--- src/rtl/track_check_map.svh ---
// Constants of the tracking check leaf: leaf code, return codes, page types,
// fault and exit encodings and register offsets.
// Assumes inclusion by its bare name from the design files.
`ifndef TRACK_CHECK_MAP_SVH
`define TRACK_CHECK_MAP_SVH

// ****************************************************************
// Leaf selection and feature report
// ****************************************************************
`define TC_LEAF_CODE 32'h0000_0011
`define TC_FEATURE_BIT 6
`define TC_CPL_SUPERVISOR 2'h0
`define TC_PAGE_OFFSET_BITS 12

// ****************************************************************
// Return codes in the accumulator
// ****************************************************************
`define TC_RET_OK 64'h0000_0000_0000_0000
`define TC_RET_PAGE_CONFLICT 64'h0000_0000_0000_0007
`define TC_RET_PAGE_INVALID 64'h0000_0000_0000_0006
`define TC_RET_PREV_INCOMPLETE 64'h0000_0000_0000_0011
`define TC_RET_NOT_NEEDED 64'h0000_0000_0000_001b

// ****************************************************************
// Page type codes (plain defaults)
// ****************************************************************
`define TC_PT_CONTROL 8'h00
`define TC_PT_REGULAR 8'h01
`define TC_PT_THREAD_CTRL 8'h02
`define TC_PT_TRIMMED 8'h03
`define TC_SHADOW_STACK_FIRST_TYPE 8'h04
`define TC_SHADOW_STACK_REST_TYPE 8'h05

// ****************************************************************
// Fault and exit encodings (plain defaults)
// ****************************************************************
`define TC_PF_ENCLAVE_BIT 15
`define TC_EXIT_REASON 16'h0001
`define TC_QUAL_RESOURCE 8'h01
`define TC_QUAL_REFERENCE 8'h02

// ****************************************************************
// Register offsets and reset values
// ****************************************************************
`define TC_REG_CTRL 8'h00
`define TC_REG_STATUS 8'h04
`define TC_REG_IRQ_EN 8'h08
`define TC_REG_IRQ_CLR 8'h0c
`define TC_REG_LAST_RET 8'h10
`define TC_REG_FEATURE 8'h14
`define TC_CTRL_RESET 1'h1
`define TC_IRQ_EN_RESET 3'h0
`define TC_EV_DONE 0
`define TC_EV_FAULT 1
`define TC_EV_EXIT 2

`endif

--- src/rtl/track_check_pkg.sv ---
// Types shared by the tracking check leaf.
// Assumes the constants header is included before use.
package track_check_pkg;

  // ****************************************************************
  // Outcome of one evaluation
  // ****************************************************************
  typedef enum logic [2:0] {
    OUT_NONE,
    OUT_INV_OP,
    OUT_GP,
    OUT_PF,
    OUT_EXIT,
    OUT_DONE
  } outcome_t;

endpackage

--- src/rtl/track_check_leaf.sv ---
// Execution logic of the thread-safe tracking check leaf, with a small
// register port for control, event status and interrupt.
// Assumes page lookup answers (residency, map entry, busy and pending
// state) are presented by the core beside the request in the same cycle.
//
// Function
// - Execute only when leaf code 11H is issued; report support in feature bit 6.
// - Accept the leaf only at privilege level zero; software issues it there.
// - Page address not 4KByte aligned raises general protection fault, code zero.
// - Address outside protected page cache raises page fault with enclave bit.
// - Page under modification gives ZF=1, CF=0, code 7.
// - Invalid map entry gives ZF=1, CF=0, code 6.
// - Owner found via map entry for data pages; control page used directly.
// - Any other page type gives ZF=0, CF=1, code 27.
// - Tracking conflict without exit gives ZF=1, CF=0, code 7.
// - Non-root with virtualisation control raises conflict exit with set fields.
// - Nonzero pending tracking gives ZF=1, CF=0, code 17 unless exit.
// - ZF only on failures, CF only not-needed; success clears both, returns zero.
// - Every non-faulting completion clears parity, adjust, overflow and sign flags.
// - Protected mode segment violation or unusable segment raises fault code zero.
// - Noncanonical address in 64-bit mode raises general protection fault, code zero.
// - Target shared, control page exclusive only against tracking leaves.
//
// Chosen here: the placing of the registers and the address-and-strobe port.
`timescale 1ns/1ps
`include "track_check_map.svh"

module track_check_leaf #(
  parameter int ADDR_W = 64,
  parameter int REG_AW = 8
) (
  // Clock and reset
  input wire logic I_SYS_CLK,
  input wire logic I_RST_N,
  // Leaf request
  input wire logic I_REQ,
  input wire logic [31:0] I_EAX,
  input wire logic [ADDR_W-1:0] I_RCX,
  input wire logic [1:0] I_CPL,
  input wire logic I_PROT_MODE,
  input wire logic I_LONG_MODE,
  input wire logic I_SEG_VIOLATION,
  input wire logic I_SEG_UNUSABLE,
  input wire logic I_VMX_NONROOT,
  input wire logic I_EPC_VIRT_EN,
  // Page lookup answers
  input wire logic I_IN_PAGE_CACHE,
  input wire logic I_PAGE_MODIFYING,
  input wire logic I_MAP_VALID,
  input wire logic [7:0] I_MAP_TYPE,
  input wire logic [ADDR_W-1:0] I_MAP_OWNER,
  input wire logic I_TRACK_IN_USE,
  input wire logic [63:0] I_TRACK_PENDING,
  input wire logic [63:0] I_ENCLAVE_CONTEXT,
  // Register port
  input wire logic [REG_AW-1:0] I_REG_ADDR,
  input wire logic [31:0] I_REG_WDATA,
  input wire logic I_REG_WR,
  input wire logic I_REG_RD,
  output logic [31:0] O_REG_RDATA,
  // Result
  output logic O_DONE,
  output logic [63:0] O_RAX,
  output logic O_ZF,
  output logic O_CF,
  output logic O_ARITH_CLR,
  output logic [ADDR_W-1:0] O_CTRL_PAGE,
  output logic O_TRACK_LOCK,
  // Faults and exit
  output logic O_INV_OP,
  output logic O_GP_FAULT,
  output logic O_PG_FAULT,
  output logic [31:0] O_PF_CODE,
  output logic O_VM_EXIT,
  output logic [15:0] O_EXIT_REASON,
  output logic [7:0] O_EXIT_QUAL,
  output logic [31:0] O_EXIT_ERROR,
  output logic [63:0] O_EXIT_GPA,
  output logic [ADDR_W-1:0] O_EXIT_GLA,
  // Interrupt
  output logic O_IRQ
);

  // Refused at elaboration: the canonical check needs bit 47 or a narrower bus
  if (ADDR_W < 32 || ADDR_W > 64)
  begin : g_bad_addr_w
    $error("ADDR_W must lie between 32 and 64");
  end
  // Offsets up to the feature word need five address bits
  if (REG_AW < 5)
  begin : g_bad_reg_aw
    $error("REG_AW too small for the register map");
  end

  // ****************************************************************
  // State
  // ****************************************************************
  typedef struct packed {
    logic done;
    logic [63:0] rax;
    logic zf;
    logic cf;
    logic arith_clr;
    logic [ADDR_W-1:0] ctrl_page;
    logic track_lock;
    logic inv_op;
    logic gp;
    logic pf;
    logic [31:0] pf_code;
    logic vm_exit;
    logic [7:0] exit_qual;
    logic [63:0] exit_gpa;
    logic leaf_en;
    logic [2:0] status;
    logic [2:0] irq_en;
    logic [31:0] rdata;
  } state_t;

  state_t st_q;
  state_t st_d;

  // Canonical when all bits above bit 47 repeat bit 47
  function automatic logic is_canonical(input logic [ADDR_W-1:0] a);
    logic [ADDR_W-1:0] ext;
    ext = '0;
    if (ADDR_W <= 48)
      return 1'b1;
    ext = a >> 47;
    return (ext == '0) || (ext == ({ADDR_W{1'b1}} >> 47));
  endfunction

  function automatic logic is_data_type(input logic [7:0] t);
    return (t == `TC_PT_REGULAR) || (t == `TC_PT_THREAD_CTRL) ||
      (t == `TC_PT_TRIMMED) || (t == `TC_SHADOW_STACK_FIRST_TYPE) || (t == `TC_SHADOW_STACK_REST_TYPE);
  endfunction

  logic leaf_hit;
  logic virt_exit;
  logic [ADDR_W-1:0] owner;
  track_check_pkg::outcome_t outcome;
  logic [2:0] events;

  assign leaf_hit = I_REQ && st_q.leaf_en && (I_EAX == `TC_LEAF_CODE);
  assign virt_exit = I_VMX_NONROOT && I_EPC_VIRT_EN;

  // ****************************************************************
  // Next state
  // ****************************************************************
  always_comb
  begin
    st_d = st_q;
    owner = '0;
    outcome = track_check_pkg::OUT_NONE;
    st_d.done = 1'b0;
    st_d.arith_clr = 1'b0;
    st_d.track_lock = 1'b0;
    st_d.inv_op = 1'b0;
    st_d.gp = 1'b0;
    st_d.pf = 1'b0;
    st_d.vm_exit = 1'b0;
    st_d.rdata = '0;
    // Checks chained so that the first failure alone decides
    if (leaf_hit)
    begin
      if (I_CPL != `TC_CPL_SUPERVISOR)
        outcome = track_check_pkg::OUT_INV_OP;
      else if (I_PROT_MODE && (I_SEG_VIOLATION || I_SEG_UNUSABLE))
        outcome = track_check_pkg::OUT_GP;
      else if (I_LONG_MODE && !is_canonical(I_RCX))
        outcome = track_check_pkg::OUT_GP;
      else if (I_RCX[`TC_PAGE_OFFSET_BITS-1:0] != '0)
        outcome = track_check_pkg::OUT_GP;
      else if (!I_IN_PAGE_CACHE)
        outcome = track_check_pkg::OUT_PF;
      else if (I_PAGE_MODIFYING)
      begin
        outcome = track_check_pkg::OUT_DONE;
        st_d.rax = `TC_RET_PAGE_CONFLICT;
      end
      else if (!I_MAP_VALID)
      begin
        outcome = track_check_pkg::OUT_DONE;
        st_d.rax = `TC_RET_PAGE_INVALID;
      end
      else if (!is_data_type(I_MAP_TYPE) && I_MAP_TYPE != `TC_PT_CONTROL)
      begin
        outcome = track_check_pkg::OUT_DONE;
        st_d.rax = `TC_RET_NOT_NEEDED;
      end
      else
      begin
        owner = is_data_type(I_MAP_TYPE) ? I_MAP_OWNER : I_RCX;
        st_d.ctrl_page = owner;
        if (I_TRACK_IN_USE)
        begin
          if (virt_exit)
          begin
            outcome = track_check_pkg::OUT_EXIT;
            st_d.exit_qual = `TC_QUAL_RESOURCE;
          end
          else
          begin
            outcome = track_check_pkg::OUT_DONE;
            st_d.rax = `TC_RET_PAGE_CONFLICT;
          end
        end
        else if (I_TRACK_PENDING != 64'h0)
        begin
          if (virt_exit)
          begin
            outcome = track_check_pkg::OUT_EXIT;
            st_d.exit_qual = `TC_QUAL_REFERENCE;
          end
          else
          begin
            outcome = track_check_pkg::OUT_DONE;
            st_d.rax = `TC_RET_PREV_INCOMPLETE;
          end
        end
        else
        begin
          outcome = track_check_pkg::OUT_DONE;
          st_d.rax = `TC_RET_OK;
          st_d.track_lock = 1'b1;
        end
      end
    end
    case (outcome)
      track_check_pkg::OUT_INV_OP: st_d.inv_op = 1'b1;
      track_check_pkg::OUT_GP: st_d.gp = 1'b1;
      track_check_pkg::OUT_PF:
      begin
        st_d.pf = 1'b1;
        st_d.pf_code = 32'h0;
        st_d.pf_code[`TC_PF_ENCLAVE_BIT] = 1'b1;
      end
      track_check_pkg::OUT_EXIT:
      begin
        st_d.vm_exit = 1'b1;
        st_d.exit_gpa = I_ENCLAVE_CONTEXT;
      end
      track_check_pkg::OUT_DONE:
      begin
        st_d.done = 1'b1;
        st_d.arith_clr = 1'b1;
        // Flags follow the code so they can never disagree
        st_d.zf = (st_d.rax == `TC_RET_PAGE_CONFLICT) ||
          (st_d.rax == `TC_RET_PAGE_INVALID) || (st_d.rax == `TC_RET_PREV_INCOMPLETE);
        st_d.cf = (st_d.rax == `TC_RET_NOT_NEEDED);
      end
      default: ;
    endcase
    // Register port; events set sticky bits, set wins over clear
    events = 3'h0;
    events[`TC_EV_DONE] = st_d.done;
    events[`TC_EV_FAULT] = st_d.gp || st_d.pf || st_d.inv_op;
    events[`TC_EV_EXIT] = st_d.vm_exit;
    if (I_REG_WR)
    begin
      case (I_REG_ADDR)
        `TC_REG_CTRL: st_d.leaf_en = I_REG_WDATA[0];
        `TC_REG_IRQ_EN: st_d.irq_en = I_REG_WDATA[2:0];
        `TC_REG_IRQ_CLR: st_d.status = st_q.status & ~I_REG_WDATA[2:0];
        default: ;
      endcase
    end
    st_d.status = st_d.status | events;
    if (I_REG_RD)
    begin
      case (I_REG_ADDR)
        `TC_REG_CTRL: st_d.rdata = {31'h0, st_q.leaf_en};
        `TC_REG_STATUS: st_d.rdata = {29'h0, st_q.status};
        `TC_REG_IRQ_EN: st_d.rdata = {29'h0, st_q.irq_en};
        `TC_REG_LAST_RET: st_d.rdata = st_q.rax[31:0];
        `TC_REG_FEATURE: st_d.rdata = 32'h1 << `TC_FEATURE_BIT;
        default: st_d.rdata = 32'h0;
      endcase
    end
  end

  always_ff @(posedge I_SYS_CLK or negedge I_RST_N)
  begin
    if (!I_RST_N)
    begin
      st_q <= '0;
      st_q.leaf_en <= `TC_CTRL_RESET;
      st_q.irq_en <= `TC_IRQ_EN_RESET;
    end
    else
      st_q <= st_d;
  end

  // ****************************************************************
  // Outputs
  // ****************************************************************
  assign O_REG_RDATA = st_q.rdata;
  assign O_DONE = st_q.done;
  assign O_RAX = st_q.rax;
  assign O_ZF = st_q.zf;
  assign O_CF = st_q.cf;
  assign O_ARITH_CLR = st_q.arith_clr;
  assign O_CTRL_PAGE = st_q.ctrl_page;
  assign O_TRACK_LOCK = st_q.track_lock;
  assign O_INV_OP = st_q.inv_op;
  assign O_GP_FAULT = st_q.gp;
  assign O_PG_FAULT = st_q.pf;
  assign O_PF_CODE = st_q.pf_code;
  assign O_VM_EXIT = st_q.vm_exit;
  assign O_EXIT_REASON = `TC_EXIT_REASON;
  assign O_EXIT_QUAL = st_q.exit_qual;
  assign O_EXIT_ERROR = 32'h0;
  assign O_EXIT_GPA = st_q.exit_gpa;
  assign O_EXIT_GLA = '0;
  assign O_IRQ = |(st_q.status & st_q.irq_en);

  logic clean_req;
  assign clean_req = leaf_hit && I_CPL == `TC_CPL_SUPERVISOR && !I_PROT_MODE && !I_LONG_MODE;
endmodule // track_check_leaf

--- config.mk ---
export PLATFORM = sky130hd
export DESIGN_NAME = track_check_leaf
export DESIGN_NICKNAME = d
export VERILOG_FILES = /design/src/rtl/track_check_pkg.sv /design/src/rtl/track_check_leaf.sv
export VERILOG_INCLUDE_DIRS = /design/src /design/src/rtl
export SDC_FILE = /design/constraint.sdc
export NUM_CORES = 1
export LEC_CHECK = 0
export BUFFER_PORTS_ARGS = -buffer_cell sky130_fd_sc_hd__buf_2
export CELL_PAD_IN_SITES_DETAIL_PLACEMENT = 1
export CELL_PAD_IN_SITES_GLOBAL_PLACEMENT = 2
export CORE_AREA = 5 5 285 287
export CTS_BUF_LIST = sky130_fd_sc_hd__clkbuf_16
export DETAILED_ROUTE_END_ITERATION = 16
export DIE_AREA = 0 0 290 292
export PLACE_DENSITY = 0.62
export SYNTH_ARGS = -nofsm -noshare
export SYNTH_HDL_FRONTEND = slang
export SYNTH_SLANG_ARGS = --single-unit
--- constraint.sdc ---
create_clock -name I_SYS_CLK -period 6.2 [get_ports I_SYS_CLK]
set_input_delay 0.93 -clock I_SYS_CLK [delete_from_list [all_inputs] [get_ports I_SYS_CLK]]
set_output_delay 0.93 -clock I_SYS_CLK [all_outputs]
set_load 0.05 [all_outputs]
## Yosys cells after proc, flatten, opt, wreduce, memory -nomap -nowiden

Cells that the tools add are included.

- RAM bits: 0
- Input bits: 353
- ROM bits: 0
- Logic and storage cells: 131
- Bits in registers: 249
- Latch bits: 0
- Output and inout port bits: 386
- Memories kept: 0

- $add $sub $neg: 0
- $mul: 0
- Shift operators: 0
- Reductions and logical operators: 30
- Magnitude comparators: 0
- Equal/unequal tests: 21
- Multiplexer cells: 52
- Bitwise logic cells: 10
- Divide/modulo/power cells: 0

Operator list:

| kind | number |
|---|---|
| $mux W64 | 14 |
| $pmux W32 S5 | 1 |
| $eq A64 B3 Y1 const B | 2 |
| $eq A64 B5 Y1 const B | 2 |
| $logic_not A64 Y1 | 1 |
| $reduce_bool A64 Y1 | 1 |
| $mux W3 | 13 |
| $mux W33 | 1 |
| $eq A32 B5 Y1 const B | 1 |
| $mux W32 | 1 |
| $mux W8 | 4 |
| $eq A8 B3 Y1 const B | 3 |
| $eq A17 B17 Y1 const B | 1 |
| $mux W1 | 17 |
| $eq A8 B2 Y1 const B | 2 |
| $eq A8 B4 Y1 const B | 2 |
| $eq A8 B5 Y1 const B | 2 |
| $reduce_bool A12 Y1 | 1 |
| $reduce_and A11 Y1 | 1 |
| $logic_or A1 B1 Y1 | 10 |
| $reduce_and A9 Y1 | 1 |
| $eq A8 B1 Y1 const B | 1 |
| $logic_not A8 Y1 | 1 |
| $reduce_bool A8 Y1 | 1 |
| other kinds (13) | 29 |

## Depth between registers and ports, before layout

- Word-level depth: 21
- Gate-level depth with buffers: 10
- Gate-level depth less buffers: 7

## Least setup slack after synthesis

Ideal clock, no wire load.

- Path type: input to register
- From: input port I_EAX[6]
- To: register st_q, in the netlist O_EXIT_GPA[34]
- Buffers on the path: 3
- Data arrival time: 3.246 ns
- Cell stages on the path: 10
- Path slack: 2.837 ns
- Data required time: 6.084 ns
- Setup time: 0.116 ns
- Cell sequence: or4_4 nor4_4 nand4bb_2 a211o_1 or4b_1 buf_2 buf_6 buf_6 nand2_1 nand2_1

- Longest elaborated chain between the ends: 4

Ends and longest elaborated chain:

| what | line | source |
|---|---|---|
| start: declaration | track_check_leaf.sv:37 | `input wire logic [31:0] I_EAX,` |
| $eq A32 B5 Y1 (no line) | - |  |
| $logic_and A1 B1 Y1 | track_check_leaf.sv:143 | `` assign leaf_hit = I_REQ && st_q.leaf_en && (I_EAX == `TC_LEAF_CODE); `` |
| $mux W3 | track_check_leaf.sv:163 | `if (leaf_hit)` |
| $eq A3 B3 Y1 | track_check_leaf.sv:228 | `case (outcome)` |
| end signal: assignment | track_check_leaf.sv:290 | `st_q <= st_d;` |
| end: declaration | track_check_leaf.sv:119 | `state_t st_q;` |

No other way between the ends.
A chain may end at the register's enable or synchronous reset.

## Worst setup path in the final report

- From: input port I_RCX[47]
- To: register st_q, in the netlist O_EXIT_GPA[27]

- Longest elaborated chain between the ends: 9
- Elaborated cells on any way between the ends: 10
- Those cells by class: 2 x eq/ne; 4 x mux; 4 x reduce/logical

Ends and longest elaborated chain:

| what | line | source |
|---|---|---|
| start: declaration | track_check_leaf.sv:38 | `input wire logic [ADDR_W-1:0] I_RCX,` |
| $logic_not A64 Y1 or $eq A17 B17 Y1 (tied branches) | track_check_leaf.sv:129 | `return (ext == '0) \|\| (ext == ({ADDR_W{1'b1}} >> 47));` |
| $logic_or A1 B1 Y1 (*) | track_check_leaf.sv:129 |  |
| $logic_not A1 Y1 (*) | track_check_leaf.sv:169 | `else if (I_LONG_MODE && !is_canonical(I_RCX))` |
| $logic_and A1 B1 Y1 (*) | track_check_leaf.sv:169 |  |
| $mux W3 (*) | track_check_leaf.sv:169 |  |
| $mux W3 (*) | track_check_leaf.sv:167 | `else if (I_PROT_MODE && (I_SEG_VIOLATION \|\| I_SEG_UNUSABLE))` |
| $mux W3 (*) | track_check_leaf.sv:165 | `` if (I_CPL != `TC_CPL_SUPERVISOR) `` |
| $mux W3 (*) | track_check_leaf.sv:163 |  |
| $eq A3 B3 Y1 (*) | track_check_leaf.sv:228 |  |

Every way passes the cells marked *; elsewhere a longest branch is shown, timed or not.

==> impl_metrics.prom <==
# TYPE chip_impl_metric gauge
chip_impl_info{name="outcome",value="finished, final reports clean"} 1
chip_impl_metric{name="fin_tns_setup",unit="ns"} 0
chip_impl_metric{name="synth.yosys.seq_area_share",unit="%"} 48.2
chip_impl_metric{name="maxCapViolations",unit=""} 0
chip_impl_metric{name="timing.final.hold_violations",unit=""} 0
chip_impl_metric{name="async_flop_share",unit="%"} 100
chip_impl_metric{name="yosys.area.top_type_share",unit="%"} 48.0
chip_impl_info{name="final_cell_mix",value="buf_2, nand2_1, dfrtp_1"} 1
chip_impl_metric{name="worst_skew_pair.late_latency",unit="ns"} 0.59
chip_impl_info{name="rsz0062_at_grt",value="no"} 1
chip_impl_metric{name="timing.hold.ws",unit="ns"} 0.262
chip_impl_metric{name="globalRouteTotalUtil",unit="%"} 9.72
chip_impl_info{name="synth_largest_area_cell",value="dfrtp_1"} 1
chip_impl_metric{name="power.density_cell_area",unit="nW/µm²"} 244
chip_impl_metric{name="irDropWorstVdd",unit="mV"} 0.200
chip_impl_metric{name="place.detailed.instances",unit=""} 2645
chip_impl_metric{name="worst-endpoint-required",unit="ns"} 6.73
chip_impl_metric{name="floorplan.rows",unit=""} 103
chip_impl_metric{name="floorplan.die.width",unit="µm"} 290
chip_impl_metric{name="arrival",unit="ns"} 4.46
chip_impl_metric{name="p_leak",unit="nW"} 9.05
chip_impl_metric{name="cts_setup_buffers",unit=""} 0
chip_impl_metric{name="drive_above_1_share",unit="%"} 37.8
chip_impl_metric{name="max_slew_margin",unit="%"} 26.3
chip_impl_metric{name="timing_max_transition_violations_final",unit=""} 0
chip_impl_metric{name="portBuffers",unit=""} 560
chip_impl_metric{name="postRouteAntennaNets",unit=""} 0
chip_impl_metric{name="syn_avg_cell_area",unit="µm²"} 9.64
chip_impl_metric{name="tritoncts_num_sinks",unit=""} 242
chip_impl_metric{name="gp_congestion",unit=""} 0.826
chip_impl_metric{name="ctsHoldBuffers",unit=""} 0
chip_impl_metric{name="worst_slew_pin_slew",unit="ns"} 1.10
chip_impl_metric{name="routed_via_density",unit=""} 3.42
chip_impl_metric{name="vias_in_the_first_global_route",unit=""} 10200
chip_impl_info{name="tritoncts_clock_tree",value="built"} 1
chip_impl_info{name="synthTopCellsByArea",value="dfrtp_1, buf_4, nand2_1"} 1
chip_impl_metric{name="finish.cell_count_without_fillers",unit=""} 2702
chip_impl_metric{name="global_route_track_usage_on_met1",unit="%"} 10.9
chip_impl_metric{name="wl_per_cell",unit="µm"} 16.1
chip_impl_metric{name="postSynthCellCount",unit=""} 1304
chip_impl_metric{name="post_synth_edffs",unit=""} 0
chip_impl_metric{name="cp_max_fo",unit=""} 65
chip_impl_metric{name="drc",unit=""} 0
chip_impl_metric{name="yosysWarnings",unit=""} 0
chip_impl_metric{name="grt_antenna_before_repair",unit=""} 6
chip_impl_metric{name="floorplan.die.height",unit="µm"} 292
chip_impl_metric{name="ctsHtreeMaxLevel",unit=""} 1
chip_impl_metric{name="grt_remaining_overflow",unit=""} 0
chip_impl_metric{name="area_delta_synth_final",unit="%"} 22.0
chip_impl_metric{name="ff2ff_path_depth",unit=""} 8
chip_impl_metric{name="grt_pass1_wl",unit="mm"} 65.0
chip_impl_metric{name="netlist_area",unit="µm²"} 12600
chip_impl_metric{name="num-nets-final",unit=""} 1980
chip_impl_metric{name="cts.repair.resized",unit=""} 0
chip_impl_metric{name="dp_hpwl",unit="mm"} 35.0
chip_impl_metric{name="synth_cell_type_count",unit=""} 52
chip_impl_metric{name="grtUsageMet3",unit="%"} 3.16
chip_impl_metric{name="clkTransAtPathRegs",unit="ns"} 0.06
chip_impl_info{name="worstHoldPathType",value="in -> async"} 1
chip_impl_metric{name="drtIter0Drc",unit=""} 193
chip_impl_metric{name="tritoncts.num_buffers",unit=""} 30
chip_impl_info{name="worstSetupEndpointType",value="flop"} 1
chip_impl_metric{name="final.setup_skew",unit="ns"} 0.00909
chip_impl_info{name="globalRoute.busiestLayer",value="met2"} 1
chip_impl_metric{name="core_area",unit="µm²"} 78400
chip_impl_metric{name="finalSetupViolCount",unit=""} 0
chip_impl_metric{name="grt_start_max_net_pins",unit=""} 133
chip_impl_metric{name="route.vias.total",unit=""} 9230
chip_impl_metric{name="drt_pre_antenna_iters",unit=""} 5
chip_impl_info{name="worst_setup_path_start_kind",value="input port"} 1
chip_impl_metric{name="finalCritPeriodShare",unit="%"} 63.4
chip_impl_info{name="ctsRootBufferMaster",value="clkbuf_16"} 1
chip_impl_metric{name="die_area",unit="µm²"} 84700
chip_impl_metric{name="grt_use_met2",unit="%"} 17.8
chip_impl_metric{name="wirelength",unit="mm"} 43.4
chip_impl_info{name="main_synth_ff_type",value="dfrtp_1"} 1
chip_impl_metric{name="timing.fmax",unit="MHz"} 254
chip_impl_info{name="final_common_cell",value="buf_2"} 1
chip_impl_metric{name="fillers",unit=""} 9441
chip_impl_metric{name="effective_utilization_at_floorplan",unit="%"} 16.0
chip_impl_metric{name="maximum_buffer_depth_of_the_clock_tree",unit=""} 3
chip_impl_info{name="setup.worst_path.class",value="in -> reg"} 1
chip_impl_metric{name="floorplan.io_pins",unit=""} 739
chip_impl_metric{name="ys_seq_elements",unit=""} 242
chip_impl_metric{name="timing.final.crit_period",unit="ns"} 3.93
-- synthesized netlist by cell type, types with 2 or more instances --
| cell | count |
|---|---|
| buf_2 | 7 |
| dfrtp_1 | 241 |
| clkbuf_1 | 37 |
| and3_1 | 29 |
| nand4_1 | 10 |
| nor2_1 | 23 |
| o21bai_1 | 2 |
| o21ai_0 | 77 |
| or4b_1 | 2 |
| nor3_1 | 2 |
| nand4b_1 | 2 |
| nand2_1 | 276 |
| o21a_1 | 2 |
| mux2_2 | 2 |
| conb_1 | 2 |
| a21oi_1 | 7 |
| mux2i_1 | 65 |
| a31oi_1 | 2 |
| nor4_1 | 29 |
| nor2b_1 | 63 |
| a22oi_1 | 3 |
| inv_1 | 7 |
| or4_4 | 2 |
| buf_6 | 4 |
| a22o_1 | 2 |
| nand3_1 | 4 |
| buf_4 | 377 |
-- worst max-delay path: stages --
cell and delay [ns]:
buf_2 0.15, nand4_1 0.11, nor4_1 0.59, nand4_1 0.59, a211oi_1 0.85, and3_2 0.32
buf_4 0.56, nand2_1 0.14, nand2_1 0.10
-- cell type report --
class / instances / area (µm²) / area share (%)
timing repair buffer: 570 / 2910 / 19.0
clock buffer: 30 / 751 / 4.90
antenna: 3 / 7.51 / 0.0490
tap: 1050 / 1310 / 8.57
clock inverter: 24 / 236 / 1.54
multi-input combinational: 776 / 4030 / 26.3
sequential: 242 / 6060 / 39.5
inverter: 7 / 26.3 / 0.171
-- state kept, by name (all words and copies together) (netlist names) --
name,count
O_CTRL_PAGE,64
O_PG_FAULT,1
st_q,7
O_PF_CODE,1
O_GP_FAULT,1
O_EXIT_QUAL,2
O_CF,1
O_REG_RDATA,32
O_EXIT_GPA,64
O_TRACK_LOCK,1
O_ZF,1
O_INV_OP,1
O_RAX,64
O_VM_EXIT,1
O_ARITH_CLR,1
-- final timing paths --
path                                    to            from  slack, ns
min                              O_RAX[36]         I_RST_N       0.26
max reg2reg                 O_EXIT_GPA[27]        st_q[38]       2.80
min in group I_SYS_CLK      O_EXIT_GPA[14]  O_EXIT_GPA[14]       0.46
min reg2reg                 O_EXIT_GPA[14]  O_EXIT_GPA[14]       0.46
max in group asynchronous  O_CTRL_PAGE[15]         I_RST_N       4.71
max                         O_EXIT_GPA[27]       I_RCX[47]       2.27
-- kinds of logic after synthesis --
family / Yosys count / synth area share (%)
other: 2 / 0.0598
AOI/OAI and AO/OA: 106 / 4.78
buffers and inverters: 433 / 24.5
and+or+nand+nor: 453 / 17.0
muxes: 68 / 5.45
DFF: 242 / 48.2
-- where the power goes --
group / total, mW / internal, mW / switching (mW)
Clock: 1.77 / 1.04 / 0.732
Sequential: 1.58 / 1.58 / 0.00110
Combinational: 0.392 / 0.0929 / 0.299
-- layer usage --
metal	wire length (µm)	share of wire (%)	vias to the layer above
met4	988	2.3	4
met1	16700	38	4397
li1	-	-	4367
met5	23	0.053	-
met3	3280	7.6	48
met2	22400	52	414
-- stage by stage --
step | total power [mW] | util (%) | setup slack [ns] | instance area, µm²
after detailed placement | 2.01 | 18.3 | 1.48 | 14300
after global routing | 3.93 | 19.6 | 1.83 | 15300
final | 3.75 | 19.6 | 2.27 | 15300
after floorplan | 1.91 | - | 2.84 | 13100
after CTS | 3.84 | 19.6 | 2.14 | 15300
after global placement | 2.00 | 18.3 | 1.57 | 14300
(Power assumes the default switching activity.)
